<file path="src/logic/b2c_params.svh">
`ifndef B2C_PARAMS_SVH
`define B2C_PARAMS_SVH

// Register addresses
`define B2C_ADDR_FAULT_HWC   16'h405c
`define B2C_ADDR_ON_CFG      16'h405d
`define B2C_ADDR_IRQ_STAT    16'h4060
`define B2C_ADDR_IRQ_CLR     16'h4061
`define B2C_ADDR_IRQ_EN      16'h4062

// Reset values and writable-bit masks
`define B2C_RST_FAULT_HWC    16'h0300
`define B2C_RST_ON_CFG       16'h0100
`define B2C_MASK_FAULT_HWC   16'hdf71
`define B2C_MASK_ON_CFG      16'he37f

// Field positions in the fault and hardware-control register
`define B2C_UV_ACT_LSB       14
`define B2C_HWC_SRC_LSB      11
`define B2C_HWC_VPICK_BIT    10
`define B2C_HWC_MODE_LSB     8
`define B2C_HC_THR_LSB       4
`define B2C_HC_EN_BIT        0

// Field positions in the on-configuration register
`define B2C_SLOT_LSB         13
`define B2C_ON_MODE_LSB      8
`define B2C_VSEL_NVM_LSB     2

// Interrupt status bits
`define B2C_IRQ_UV_BIT       0
`define B2C_IRQ_HC_BIT       1

// Voltage code limits and current step
`define B2C_VSEL_FLOOR       7'h08
`define B2C_VSEL_CEIL        7'h68
`define B2C_VSEL_MAX_4MHZ    7'h48
`define B2C_HC_STEP_MA       12'h0fa

`endif

</file>
<file path="src/logic/b2c_pkg.sv">
`default_nettype none

package b2c_pkg;

    typedef enum logic [1:0] {
        B2C_MODE_FCCM = 2'h0,
        B2C_MODE_AUTO = 2'h1,
        B2C_MODE_LDO  = 2'h2,
        B2C_MODE_HYST = 2'h3
    } b2c_mode_e;

    // In the hardware-control mode field code 01 means disabled
    localparam logic [1:0] B2C_HWC_MODE_OFF = 2'h1;

    typedef enum logic [1:0] {
        B2C_UV_IGNORE   = 2'h0,
        B2C_UV_SHUTDOWN = 2'h1,
        B2C_UV_RESET    = 2'h2,
        B2C_UV_RESERVED = 2'h3
    } b2c_uv_act_e;

    typedef enum logic [1:0] {
        B2C_HWSRC_NONE = 2'h0,
        B2C_HWSRC_IN1  = 2'h1,
        B2C_HWSRC_IN2  = 2'h2,
        B2C_HWSRC_ANY  = 2'h3
    } b2c_hwsrc_e;

    typedef enum logic [1:0] {
        B2C_ST_OFF     = 2'h0,
        B2C_ST_ON      = 2'h1,
        B2C_ST_TRIPPED = 2'h3
    } b2c_state_e;

endpackage

`default_nettype wire

</file>
<file path="src/logic/b2c_buck2_ctrl.sv">
// Overview of operation
// - Undervoltage action: 00 ignore, 01 stop this converter, 10 device reset, 11 reserved.
// - Every undervoltage fault sets its interrupt flag, whatever the action field says; the interrupt line needs enable bit 0.
// - Hardware control source: 00 none, 01 input one, 10 input two, 11 either.
// - Under hardware control, voltage pick 0 uses on code, 1 uses sleep code.
// - Hardware mode: 00 forced, 01 disabled, 10 linear, 11 hysteretic; resets 11.
// - High current threshold is 250 mA per step, 250 to 2000 mA.
// - High current detector works only with enable bit 0 set; resets off.
// - Start slot: 000 never, 001-101 timeslot one-five, 110/111 hardware enable.
// - On mode: 00 forced, 01 auto, 10 linear, 11 hysteretic; resets 01.
// - Voltage code steps 12.5 mV; 00h-08h give 0.6 V, 68h-7Fh 1.8 V.
// - At 4 MHz switching the selected voltage code never exceeds 48h.
// - Only code bits 6:2 load from configuration memory; bits 1:0 register only.
`include "b2c_params.svh"
`timescale 1ns/1ps
`default_nettype none

module b2c_buck2_ctrl
    import b2c_pkg::*;
(
    input  wire logic        i_core_clk,
    input  wire logic        i_rst_n,
    input  wire logic [15:0] i_addr,
    input  wire logic [15:0] i_wdata,
    input  wire logic        i_wr,
    input  wire logic        i_rd,
    output var  logic [15:0] o_rdata,
    input  wire logic        i_undervoltage_fault,
    input  wire logic        i_high_current_trip,
    input  wire logic        i_hw_ctrl1,
    input  wire logic        i_hw_ctrl2,
    input  wire logic        i_hw_enable1,
    input  wire logic        i_hw_enable2,
    input  wire logic        i_timeslot_pulse,
    input  wire logic [2:0]  i_timeslot_num,
    input  wire logic [6:0]  i_sleep_voltage_code,
    input  wire logic        i_freq_4mhz,
    input  wire logic        i_nvm_load,
    input  wire logic [4:0]  i_nvm_voltage_hi,
    output var  logic        o_enable,
    output var  logic [1:0]  o_mode,
    output var  logic [6:0]  o_voltage_code,
    output var  logic        o_hc_detect_en,
    output var  logic [11:0] o_hc_threshold_ma,
    output var  logic        o_device_reset_req,
    output var  logic        o_irq
);

    logic [15:0]  fault_hwc_reg;
    logic [15:0]  on_cfg_reg;
    logic [1:0]   irq_stat_reg;
    logic [1:0]   irq_stat_next;
    logic [1:0]   irq_en_reg;
    logic [1:0]   irq_clr;
    logic [5:0]   pins_sync;
    logic         uv_prev_reg;
    logic         hc_prev_reg;
    logic         uv_event;
    logic         hc_event;
    b2c_state_e   state_reg;
    b2c_state_e   state_next;
    b2c_uv_act_e  uv_act;
    b2c_hwsrc_e   hw_src;
    logic [1:0]   hwc_mode;
    logic [1:0]   on_mode;
    logic [2:0]   slot;
    logic [2:0]   hc_thr;
    logic         hc_en;
    logic         hw_active;
    logic         slot_start;
    logic         slot_hold;
    logic [6:0]   vsel_raw;
    logic [6:0]   vsel_next;
    logic [1:0]   mode_next;

    // Pin order: uv, hc, ctrl1, ctrl2, en1, en2
    b2c_sync #(
        .WIDTH (6)
    ) u_pin_sync (
        .i_core_clk (i_core_clk),
        .i_rst_n    (i_rst_n),
        .i_async    ({i_hw_enable2, i_hw_enable1, i_hw_ctrl2, i_hw_ctrl1,
                      i_high_current_trip, i_undervoltage_fault}),
        .o_sync     (pins_sync)
    );

    assign uv_act   = b2c_uv_act_e'(fault_hwc_reg[`B2C_UV_ACT_LSB +: 2]);
    assign hw_src   = b2c_hwsrc_e'(fault_hwc_reg[`B2C_HWC_SRC_LSB +: 2]);
    assign hwc_mode = fault_hwc_reg[`B2C_HWC_MODE_LSB +: 2];
    assign hc_thr   = fault_hwc_reg[`B2C_HC_THR_LSB +: 3];
    assign hc_en    = fault_hwc_reg[`B2C_HC_EN_BIT];
    assign slot     = on_cfg_reg[`B2C_SLOT_LSB +: 3];
    assign on_mode  = on_cfg_reg[`B2C_ON_MODE_LSB +: 2];
    assign irq_clr  = (i_wr && i_addr == `B2C_ADDR_IRQ_CLR) ? i_wdata[1:0] : 2'h0;

    // Register writes
    always_ff @(posedge i_core_clk) begin
        if (!i_rst_n) begin
            fault_hwc_reg <= `B2C_RST_FAULT_HWC;
        end else if (i_wr && i_addr == `B2C_ADDR_FAULT_HWC) begin
            fault_hwc_reg <= i_wdata & `B2C_MASK_FAULT_HWC;
        end
    end

    // A configuration load carries only the coarse code bits and zeroes the fine ones
    always_ff @(posedge i_core_clk) begin
        if (!i_rst_n) begin
            on_cfg_reg <= `B2C_RST_ON_CFG;
        end else if (i_nvm_load) begin
            on_cfg_reg[6:0] <= {i_nvm_voltage_hi, 2'h0};
        end else if (i_wr && i_addr == `B2C_ADDR_ON_CFG) begin
            on_cfg_reg <= i_wdata & `B2C_MASK_ON_CFG;
        end
    end

    always_ff @(posedge i_core_clk) begin
        if (!i_rst_n) begin
            irq_en_reg <= 2'h0;
        end else if (i_wr && i_addr == `B2C_ADDR_IRQ_EN) begin
            irq_en_reg <= i_wdata[1:0];
        end
    end

    // Read data stand one cycle after the strobe; unmapped reads return zero
    always_ff @(posedge i_core_clk) begin
        if (!i_rst_n) begin
            o_rdata <= 16'h0000;
        end else if (i_rd) begin
            case (i_addr)
                `B2C_ADDR_FAULT_HWC: o_rdata <= fault_hwc_reg;
                `B2C_ADDR_ON_CFG:    o_rdata <= on_cfg_reg;
                `B2C_ADDR_IRQ_STAT:  o_rdata <= {14'h0000, irq_stat_reg};
                `B2C_ADDR_IRQ_EN:    o_rdata <= {14'h0000, irq_en_reg};
                default:             o_rdata <= 16'h0000;
            endcase
        end else begin
            o_rdata <= 16'h0000;
        end
    end

    // Events from the synchronised fault pins
    always_ff @(posedge i_core_clk) begin
        if (!i_rst_n) begin
            uv_prev_reg <= 1'b0;
            hc_prev_reg <= 1'b0;
        end else begin
            uv_prev_reg <= pins_sync[0];
            hc_prev_reg <= pins_sync[1];
        end
    end

    assign uv_event = pins_sync[0] && !uv_prev_reg;
    assign hc_event = pins_sync[1] && !hc_prev_reg && hc_en;

    // Set beats clear so an event in the clearing cycle survives
    always_comb begin
        irq_stat_next = irq_stat_reg & ~irq_clr;
        irq_stat_next[`B2C_IRQ_UV_BIT] = irq_stat_next[`B2C_IRQ_UV_BIT] | uv_event;
        irq_stat_next[`B2C_IRQ_HC_BIT] = irq_stat_next[`B2C_IRQ_HC_BIT] | hc_event;
    end

    always_ff @(posedge i_core_clk) begin
        if (!i_rst_n) begin
            irq_stat_reg <= 2'h0;
            o_irq        <= 1'b0;
        end else begin
            irq_stat_reg <= irq_stat_next;
            o_irq        <= |(irq_stat_next & irq_en_reg);
        end
    end

    always_ff @(posedge i_core_clk) begin
        if (!i_rst_n) begin
            o_device_reset_req <= 1'b0;
        end else begin
            o_device_reset_req <= uv_event && uv_act == B2C_UV_RESET;
        end
    end

    // Hardware control selection
    always_comb begin
        case (hw_src)
            B2C_HWSRC_IN1: hw_active = pins_sync[2];
            B2C_HWSRC_IN2: hw_active = pins_sync[3];
            B2C_HWSRC_ANY: hw_active = pins_sync[2] | pins_sync[3];
            default:       hw_active = 1'b0;
        endcase
    end

    // Start-up slot decode
    always_comb begin
        slot_start = 1'b0;
        slot_hold  = 1'b1;
        case (slot)
            3'h0: slot_hold = 1'b0;
            3'h6: begin
                slot_start = pins_sync[4];
                slot_hold  = pins_sync[4];
            end
            3'h7: begin
                slot_start = pins_sync[5];
                slot_hold  = pins_sync[5];
            end
            default: slot_start = i_timeslot_pulse && i_timeslot_num == slot;
        endcase
    end

    // Converter state; a tripped converter waits for software to clear the fault flag
    always_comb begin
        case (state_reg)
            B2C_ST_OFF: state_next = slot_start ? B2C_ST_ON : B2C_ST_OFF;
            B2C_ST_ON: begin
                if (uv_event && uv_act == B2C_UV_SHUTDOWN) begin
                    state_next = B2C_ST_TRIPPED;
                end else if (!slot_hold) begin
                    state_next = B2C_ST_OFF;
                end else begin
                    state_next = B2C_ST_ON;
                end
            end
            B2C_ST_TRIPPED: begin
                state_next = irq_clr[`B2C_IRQ_UV_BIT] ? B2C_ST_OFF : B2C_ST_TRIPPED;
            end
            default: state_next = B2C_ST_OFF;
        endcase
    end

    always_ff @(posedge i_core_clk) begin
        if (!i_rst_n) begin
            state_reg <= B2C_ST_OFF;
        end else begin
            state_reg <= state_next;
        end
    end

    // Operating point
    always_comb begin
        if (hw_active) begin
            vsel_raw  = fault_hwc_reg[`B2C_HWC_VPICK_BIT] ? i_sleep_voltage_code
                                                          : on_cfg_reg[6:0];
            mode_next = hwc_mode;
        end else begin
            vsel_raw  = on_cfg_reg[6:0];
            mode_next = on_mode;
        end
        // Codes outside the linear span give the end voltages
        if (vsel_raw < `B2C_VSEL_FLOOR) begin
            vsel_next = `B2C_VSEL_FLOOR;
        end else if (vsel_raw > `B2C_VSEL_CEIL) begin
            vsel_next = `B2C_VSEL_CEIL;
        end else begin
            vsel_next = vsel_raw;
        end
        // Cap in hardware too, since software may leave a high code before a rate change
        if (i_freq_4mhz && vsel_next > `B2C_VSEL_MAX_4MHZ) begin
            vsel_next = `B2C_VSEL_MAX_4MHZ;
        end
    end

    always_ff @(posedge i_core_clk) begin
        if (!i_rst_n) begin
            o_voltage_code <= `B2C_VSEL_FLOOR;
            o_mode         <= B2C_MODE_AUTO;
            o_enable       <= 1'b0;
        end else begin
            o_voltage_code <= vsel_next;
            o_mode         <= mode_next;
            o_enable       <= state_next == B2C_ST_ON &&
                              !(hw_active && hwc_mode == B2C_HWC_MODE_OFF);
        end
    end

    always_ff @(posedge i_core_clk) begin
        if (!i_rst_n) begin
            o_hc_detect_en    <= 1'b0;
            o_hc_threshold_ma <= `B2C_HC_STEP_MA;
        end else begin
            o_hc_detect_en    <= hc_en;
            o_hc_threshold_ma <= ({9'h000, hc_thr} + 12'h001) * `B2C_HC_STEP_MA;
        end
    end
endmodule // b2c_buck2_ctrl

`default_nettype wire

</file>
<file path="src/logic/b2c_sync.sv">
`timescale 1ns/1ps
`default_nettype none

module b2c_sync #(
    parameter int WIDTH = 1
) (
    input  wire logic             i_core_clk,
    input  wire logic             i_rst_n,
    input  wire logic [WIDTH-1:0] i_async,
    output var  logic [WIDTH-1:0] o_sync
);

    logic [WIDTH-1:0] meta_reg;

    always_ff @(posedge i_core_clk) begin
        if (!i_rst_n) begin
            meta_reg <= '0;
            o_sync   <= '0;
        end else begin
            meta_reg <= i_async;
            o_sync   <= meta_reg;
        end
    end

endmodule // b2c_sync

`default_nettype wire
</file>
<file path="config.mk">
export PLATFORM = sky130hd
export DESIGN_NAME = b2c_buck2_ctrl
export DESIGN_NICKNAME = d
export VERILOG_FILES = /design/src/logic/b2c_pkg.sv /design/src/logic/b2c_buck2_ctrl.sv /design/src/logic/b2c_sync.sv
export VERILOG_INCLUDE_DIRS = /design/src /design/src/logic
export SDC_FILE = /design/constraint.sdc
export NUM_CORES = 1
export LEC_CHECK = 0
export BUFFER_PORTS_ARGS = -buffer_cell sky130_fd_sc_hd__buf_2
export CAP_MARGIN = 20
export CORE_AREA = 10 10 109 111
export DETAILED_ROUTE_END_ITERATION = 8
export DIE_AREA = 0 0 119 121
export PLACE_DENSITY = 0.69
export RECOVER_POWER = 25
export SLEW_MARGIN = 10
export SYNTH_ARGS = -nofsm -noshare
export SYNTH_HDL_FRONTEND = slang
export SYNTH_SLANG_ARGS = --single-unit
</file>
<file path="constraint.sdc">
create_clock -name i_core_clk -period 10.8 [get_ports i_core_clk]
set_input_delay 1.08 -clock i_core_clk [delete_from_list [all_inputs] [get_ports i_core_clk]]
set_output_delay 1.08 -clock i_core_clk [all_outputs]
set_load 0.01 [all_outputs]
</file>
Yosys cells after proc, flatten, opt, wreduce, memory -nomap -nowiden --
Index checks and enable logic that the tools add are counted. W data, S select, Z words.
Word-level totals: flip-flop bits (word level) 84, bits of input ports 60, output and inout port bits 41, word-level logic and storage cells 93
Cells by class: add/subtract/negate cells 1, multipliers 1, $lt $le $gt $ge 3, equal/unequal tests 17, muxes and demuxes 18, bitwise logic cells 8, reductions and logical operators 24
Operators with widths (count):
- $eq A16 B15 Y1 const B | 5
- $pmux W16 S4 | 1
- $mux W7 | 7
- $gt A7 B7 Y1 const B | 2
- $logic_and A1 B1 Y1 | 13
- $mul A4 B7 Y11 const B | 1
- $eq A2 B1 Y1 const B | 5
- $pmux W1 S3 | 3
- $eq A2 B2 Y1 const B | 4
- $mux W2 | 4
- $lt A7 B4 Y1 const B | 1
- $eq A3 B3 Y1 const B | 2
- $pmux W2 S3 | 1
- $reduce_or A2 Y1 | 3
- $add A3 B1 Y4 const B | 1
- $and A2 B2 Y2 | 2
- $reduce_and A2 Y1 | 2
- $eq A3 B3 Y1 | 1
- $logic_not A1 Y1 | 3
- $logic_not A3 Y1 | 1
- $or A1 B1 Y1 | 3
- $logic_not A2 Y1 | 1
- $mux W1 | 2
- $not A1 Y1 | 2
- 2 further kinds | 2

Longest topological paths before layout --
Gate-level depths: netlist of run 1.
depth after elaboration 9, depth in mapped cells 13, mapped depth without buffers 13

Hierarchy --
A second synthesis of run 1 with hierarchy kept.
Second synthesis, totals: cells, all modules 413, area total of the unflattened synthesis 3839.9 um^2
By module, submodules not included:
- b2c_buck2_ctrl | times used 1, cells an instance 388, area each 3503.4 um^2, sequential area each 1401.3 um^2
- b2c_sync | times used 1, cells an instance 25, area each 336.6 um^2, sequential area each 240.2 um^2

Least setup slack after synthesis of run 1 --
No wires, ideal clock.
path kind reg2reg, start point register fault_hwc_reg[4], end point register o_hc_threshold_ma[10], setup time 122 ps, data arrival time 3374 ps, data required time 10678 ps, setup slack 7304 ps, cell stages (with the launch flop) 13, buffers on the path 0, clock period less this slack 3496 ps, cell sequence dfxtp_1 ha_1 xor2_1 inv_1 fa_1 inv_1 fa_1 inv_1 ha_1 a21o_1 a21oi_1 nor2b_1 a311o_1
Between the ends: longest elaborated chain between the ends 2
Ends and longest elaborated chain:
- start, declared | line b2c_buck2_ctrl.sv:49 | logic [15:0] fault_hwc_reg;
- start signal, assigned | line b2c_buck2_ctrl.sv:99 | fault_hwc_reg <= `B2C_RST_FAULT_HWC;
- start signal, assigned | line b2c_buck2_ctrl.sv:101 | fault_hwc_reg <= i_wdata & `B2C_MASK_FAULT_HWC;
- $add A3 B1 Y4 | line b2c_buck2_ctrl.sv:279 | o_hc_threshold_ma <= ({9'h000, hc_thr} + 12'h001) * `B2C_HC_STEP_MA;
- $mul A4 B7 Y11 (no line)
- end signal, assigned | line b2c_buck2_ctrl.sv:276 | o_hc_threshold_ma <= `B2C_HC_STEP_MA;
- end signal, assigned | line b2c_buck2_ctrl.sv:279
- end, declared | line b2c_buck2_ctrl.sv:44 | output var logic [11:0] o_hc_threshold_ma,
Every way passes these cells. A chain may end at the register's enable or synchronous reset.

Final worst setup path of run 1 --
Same ends and word-level chain as after synthesis.

==> metrics.yaml, run 1 <==
status:
  status: "finished, violations left"
  violations: "capacitance limit, slew limit"
clock_tree:
  ctsResizeCount: 0
  cts_tree: "yes"
  cts-root-buf: "clkbuf_8"
  cts.clk_slew.worst_paths_ps: 90
  hold_buffers: 0
  cts.sinks: 82
  cts_setup_buffers: 0
  insertion_delay_ps: 350
  h-tree-depth: 3
  clockBufferDepth: 2
  cts_buffers: 9
sta:
  fin_hold_ws_ps: 442
  min_period_ps: 3900
  slew_viol_final: 67
  skew_ps: 8.53
  finalCritPeriodShare_pct: 36.1
  setup_viol: 0
  hold_violations: 0
  rsz0062_at_grt: "false"
  maxSlewHeadroom_pct: -56.9
  tightestPinTransition_ps: 2350
  max_freq_ghz: 0.256
  fin_tns_setup_ps: 0
cells_and_area:
  largest_reg_flops: 15
  syn_to_final_growth_pct: 18.7
  drive_above_1_share_pct: 24.2
  final_util_pct: 46.9
  antenna_cells: 0
  fillers: 982
  nets: 557
synth:
  synth_area_per_cell_um2: 9.98
  synth_edf_count: 0
  synthFlopType: "dfxtp_1"
  synth_seq_cells: 82
  synth_top_area_share_pct: 43.1
  async_flop_share_pct: 0
  synth-warning-count: 0
  yosysMostFrequentCell: "dfxtp_1"
  synth.area.top_cells: "dfxtp_1, mux2i_1, ha_1, fa_1, nor2b_1"
  yosysUniqueCellTypes: 57
  synth_cells: 382
  yosys.area.top_type: "dfxtp_1"
  ys_seq_area_share_pct: 43.1
  synth_common_cells: "dfxtp_1, mux2i_1, nand2_1"
  synth_area_um2: 3810
routing:
  drtIter0Drc: 100
  routed_wl_um: 9170
  drc_errors: 0
  viasPerCell: 4.83
  antenna_left: 0
  wl_per_cell_um: 15.0
  vias: 2963
  dr.pass1.iters: 4
die:
  start_util_pct: 39.5
  io_pins: 101
  die-area_um2: 14400
  rows: 36
  die_y_um: 121
  fp.dieW_um: 119
  core_area_um2: 9640
grt:
  grt_max_degree: 67
  track_usage_pct: 12.7
  gr-total-overflow: 0
  grt_pass1_wl_um: 14800
  grt_pass1_vias: 3037
  antenna_found_initial: 0
setup_path:
  worstPathRequired_ps: 11040
  r2r_start: "fault_hwc_reg[4]$_SDFFE_PN0P_"
  endpoint: "o_hc_threshold_ma[10]$_SDFF_PN0_"
  worst_ep_arrival_time_ps: 4140
  worstSetupEndpointType: "flop"
  critPathLaunchType: "flop"
  reg2regPathDepth: 12
  startpoint: "fault_hwc_reg[4]$_SDFFE_PN0P_"
  cp_max_fo: 9
  r2r_end: "o_hc_threshold_ma[10]$_SDFF_PN0_"
  worst-setup-path-type: "reg -> reg"
  reg2reg_slack_ps: 6900
power_and_ir_drop:
  total_power_uw: 559
  ir_worst_vdd_mv: 0.0968
  p_leak_nw: 1.88
  power.density_nw_per_um2: 124
placed_design:
  port_buffers: 97
  hpwl_um: 7050
  place_congestion: 0.887
job:
  maxCapViolations: 1
worst_hold_path:
  hold_class: "reg -> reg"
cell usage in the layout, fill, tap and decap left out, types with 7 or more instances in the layout:
cell / n
buf_2: 86
dfxtp_1: 82
mux2i_1: 28
nand2_1: 25
nor2b_1: 22
nor2_1: 20
inv_1: 19
nor3_1: 16
and2_1: 15
ha_1: 15
o21ai_0: 11
clkbuf_1: 11
clkbuf_8: 10
a22oi_1: 9
nand2b_1: 9
a21oi_1: 8
and3_1: 7
fa_1: 7
metrics by stage:
stage | std cells | worst slack, ps | cell area, um^2
global route | 613 | 6580 | 4530
CTS | 613 | 6870 | 4540
floorplan | 383 | 7300 | 3810
finish | 613 | 6900 | 4530
detailed placement | 597 | 6900 | 4350
global placement | 597 | 7040 | 4350
worst max-delay path, stage by stage, from the launching register on:
cell and delay [ps]:
dfxtp_1 570, ha_1 240, xor2_1 370, inv_1 190
fa_1 640, inv_1 80, fa_1 500, inv_1 40
ha_1 340, a21o_1 170, a21oi_1 220, nor2b_1 100
a311o_1 320
cell type report:
type	instances	area, um^2	area share (%)
Clock inverter	6	52.6	1.16
Tap cell	133	166	3.68
Clock buffer	10	138	3.04
Multi-Input combinational cell	266	1980	43.8
Inverter	19	71.3	1.58
Timing Repair Buffer	97	472	10.4
Sequential cell	82	1640	36.3
layer usage:
metal	share of wire (%)	global-route usage, %	vias to the layer above
li1	-	-	1508
met1	45	15.6	1363
met2	48	20.4	82
met3	5.9	4.42	10
met4	1.3	4.05	0
met5	0	0	-
worst min path at each step:
stage | start | endpoint | depth (start not counted)
after floorplan | u_pin_sync.meta_reg[0]$_SDFF_PN0_ | u_pin_sync.o_sync[0]$_SDFF_PN0_ | 1
after global placement | u_pin_sync.meta_reg[4]$_SDFF_PN0_ | u_pin_sync.o_sync[4]$_SDFF_PN0_ | 1
after detailed placement | u_pin_sync.meta_reg[3]$_SDFF_PN0_ | u_pin_sync.o_sync[3]$_SDFF_PN0_ | 1
after CTS | u_pin_sync.meta_reg[3]$_SDFF_PN0_ | u_pin_sync.o_sync[3]$_SDFF_PN0_ | 1
after global routing | u_pin_sync.meta_reg[5]$_SDFF_PN0_ | u_pin_sync.o_sync[5]$_SDFF_PN0_ | 1
final | u_pin_sync.meta_reg[4]$_SDFF_PN0_ | u_pin_sync.o_sync[4]$_SDFF_PN0_ | 1
power breakdown:
part,total [mW],switching (mW),internal [mW]
logic,0.0365,0.0199,0.0166
clock network,0.213,0.119,0.0938
registers,0.310,0.00273,0.307
total,0.559,0.142,0.417
cell families after synthesis:
group,count (synthesis),share of synthesized area [%]
other cells,1,0.0984
flops,82,43.1
buf+inv,35,4.96
xor+xnor,6,1.38
compound gates,56,10.0
mux,31,8.24
fa+ha+maj,22,8.60
simple gates,149,23.6
Note: power is estimated with default switching activity, not from simulation.
==> run 2: changes to the inputs <==
Settings changed: PLACE_DENSITY 0.69 to 0.72.
Clock period 10.8 ns to 3.4 ns, I/O delays scaled along.
==> run 2 against run 1 <==
  * The flow now finishes without violations
  * Core utilization grew 1.2 points
  * Combinational power grew to 3.2 times the previous value
  * Clock-buffer cell count is the same
  * Setup slack lost 6700 ps
  * Worst hold slack lost 250 ps
  * Cell area grew 2.5%
  * Fmax grew 22%
  * Total power grew to 3.4 times the previous value
  * Critical path depth shrank 1
==> metrics.yaml, run 2 (synthesis gave the netlist of run 1 again) <==
setup_path:
  worst-setup-path-type: "reg -> reg"
  worstPathRequired_ps: 3620
  reg2regPathDepth: 11
  critPathLaunchType: "flop"
  worst_ep_arrival_time_ps: 3430
  worstSetupEndpointType: "flop"
  cp_max_fo: 4
sta:
  maxSlewHeadroom_pct: 3.14
  finalCritPeriodShare_pct: 94.3
  min_period_ps: 3200
  skew_ps: 10.0
  rsz0062_at_grt: "false"
  tightestPinTransition_ps: 1450
  fin_hold_ws_ps: 192
  setup_viol: 0
  slew_viol_final: 0
  max_freq_ghz: 0.312
  hold_violations: 0
  fin_ws_ps: 195
placed_design:
  place_ws_ps: -63.8
  port_buffers: 97
  hpwl_um: 7340
  placed_cells: 602
  placed_area_um2: 4390
  place_congestion: 0.878
grt:
  antenna_found_initial: 2
  track_usage_pct: 13.1
  gr-total-overflow: 0
  grt_pass1_vias: 3129
  grt_pass1_wl_um: 15400
  grt_max_degree: 38
clock_tree:
  h-tree-depth: 3
  clockBufferDepth: 2
  cts-root-buf: "clkbuf_8"
  insertion_delay_ps: 350
  cts.sinks: 82
  cts_buffers: 9
  cts.clk_slew.worst_paths_ps: 90
  cts_tree: "yes"
routing:
  drc_errors: 0
  vias: 3044
  drtIter0Drc: 111
  routed_wl_um: 9500
  viasPerCell: 4.92
  wl_per_cell_um: 15.3
  antenna_left: 0
  dr.pass1.iters: 4
die:
  die-area_um2: 14400
  die_y_um: 121
  rows: 36
  io_pins: 101
  start_util_pct: 39.5
  core_area_um2: 9640
  fp.dieW_um: 119
cells_and_area:
  final_cells: 619
  layout_commonest_cell: "dfxtp_1"
  design_area_um2: 4640
  drive_above_1_share_pct: 25.2
  largest_reg_flops: 15
  nets: 562
  syn_to_final_growth_pct: 21.7
  final_cell_mix: "dfxtp_1, buf_2, mux2i_1"
power_and_ir_drop:
  p_sw_share_pct: 23.0
  power.switching_uw: 440
  pwr-share-comb_pct: 6.1
  clockPowerShare_pct: 42.5
  internal-power_mw: 1.47
  ir_worst_vdd_mv: 0.233
  power.density_nw_per_um2: 412
  p_leak_nw: 1.89
  pwr-share-seq_pct: 51.5
worst_hold_path:
  hold_class: "in -> reg"
  whs_path_depth: 2
job:
  maxCapViolations: 0
status:
  status: "complete, no violations"
run 2: worst paths after layout:
check                                     from                                end  slack (ps)
max reg2reg      fault_hwc_reg[6]$_SDFFE_PN0P_   o_hc_threshold_ma[10]$_SDFF_PN0_         200
min                                 i_hw_ctrl1  u_pin_sync.meta_reg[2]$_SDFF_PN0_         190
max              fault_hwc_reg[6]$_SDFFE_PN0P_   o_hc_threshold_ma[10]$_SDFF_PN0_         200
min reg2reg  u_pin_sync.meta_reg[1]$_SDFF_PN0_    u_pin_sync.o_sync[1]$_SDFF_PN0_         440
run 2: per-layer routing:
layer / share of wire [%] / GRT usage [%] / vias up / wire [um]
met4: 2.8 / 5.50 / 2 / 265
met3: 6.8 / 4.61 / 22 / 649
met1: 45 / 16.6 / 1391 / 4280
li1: - / - / 1522 / -
met2: 45 / 20.0 / 107 / 4290
met5: 0.14 / 0 / - / 13
run 2: what timing repair did:
action,in CTS,in global routing
buffers inserted,0,0
endpoints found under the setup margin,1,4
pin swaps,0,3
resized for setup,2,9
hold buffers,0,0
hold endpoints to repair,0,0
run 2: through the flow:
step	setup TNS, ps	power (mW)	utilization [%]
global placement	0	1.12	45.5
detailed placement	-63.8	1.12	45.5
global route	0	1.98	48.1
CTS	0	1.93	48.0
floorplan	0	1.07	-
finish	0	1.91	48.1
run 2: layout make-up:
| class | instances | area, um^2 |
|---|---|---|
| fillers | 947 | 5000 |
| multi-input cells | 266 | 2030 |
| flip-flops and latches | 82 | 1640 |
| repair buffers | 102 | 493 |
| well taps | 133 | 166 |
| clock buffers | 10 | 138 |
| clock inverters | 6 | 97.6 |
| inverters | 19 | 71.3 |
| diodes | 1 | 2.50 |
run 2: worst max-delay path, stage by stage, from the launching register on:
cell and delay [ps]:
dfxtp_1 430, and3_2 270, inv_1 100, fa_2 610, inv_1 80, fa_1 510
inv_1 70, ha_4 260, a21o_1 170, a21oi_2 190, nor2b_2 70, a311o_1 330
run 2: power groups by stage:
stage	Combinational (mW)	Clock [mW]	Sequential (mW)
finish	0.116	0.812	0.983
global route	0.129	0.869	0.986
CTS	0.116	0.834	0.984
detailed placement	0.116	0	1.01
global placement	0.113	0	1.01
floorplan	0.0637	0	1.01
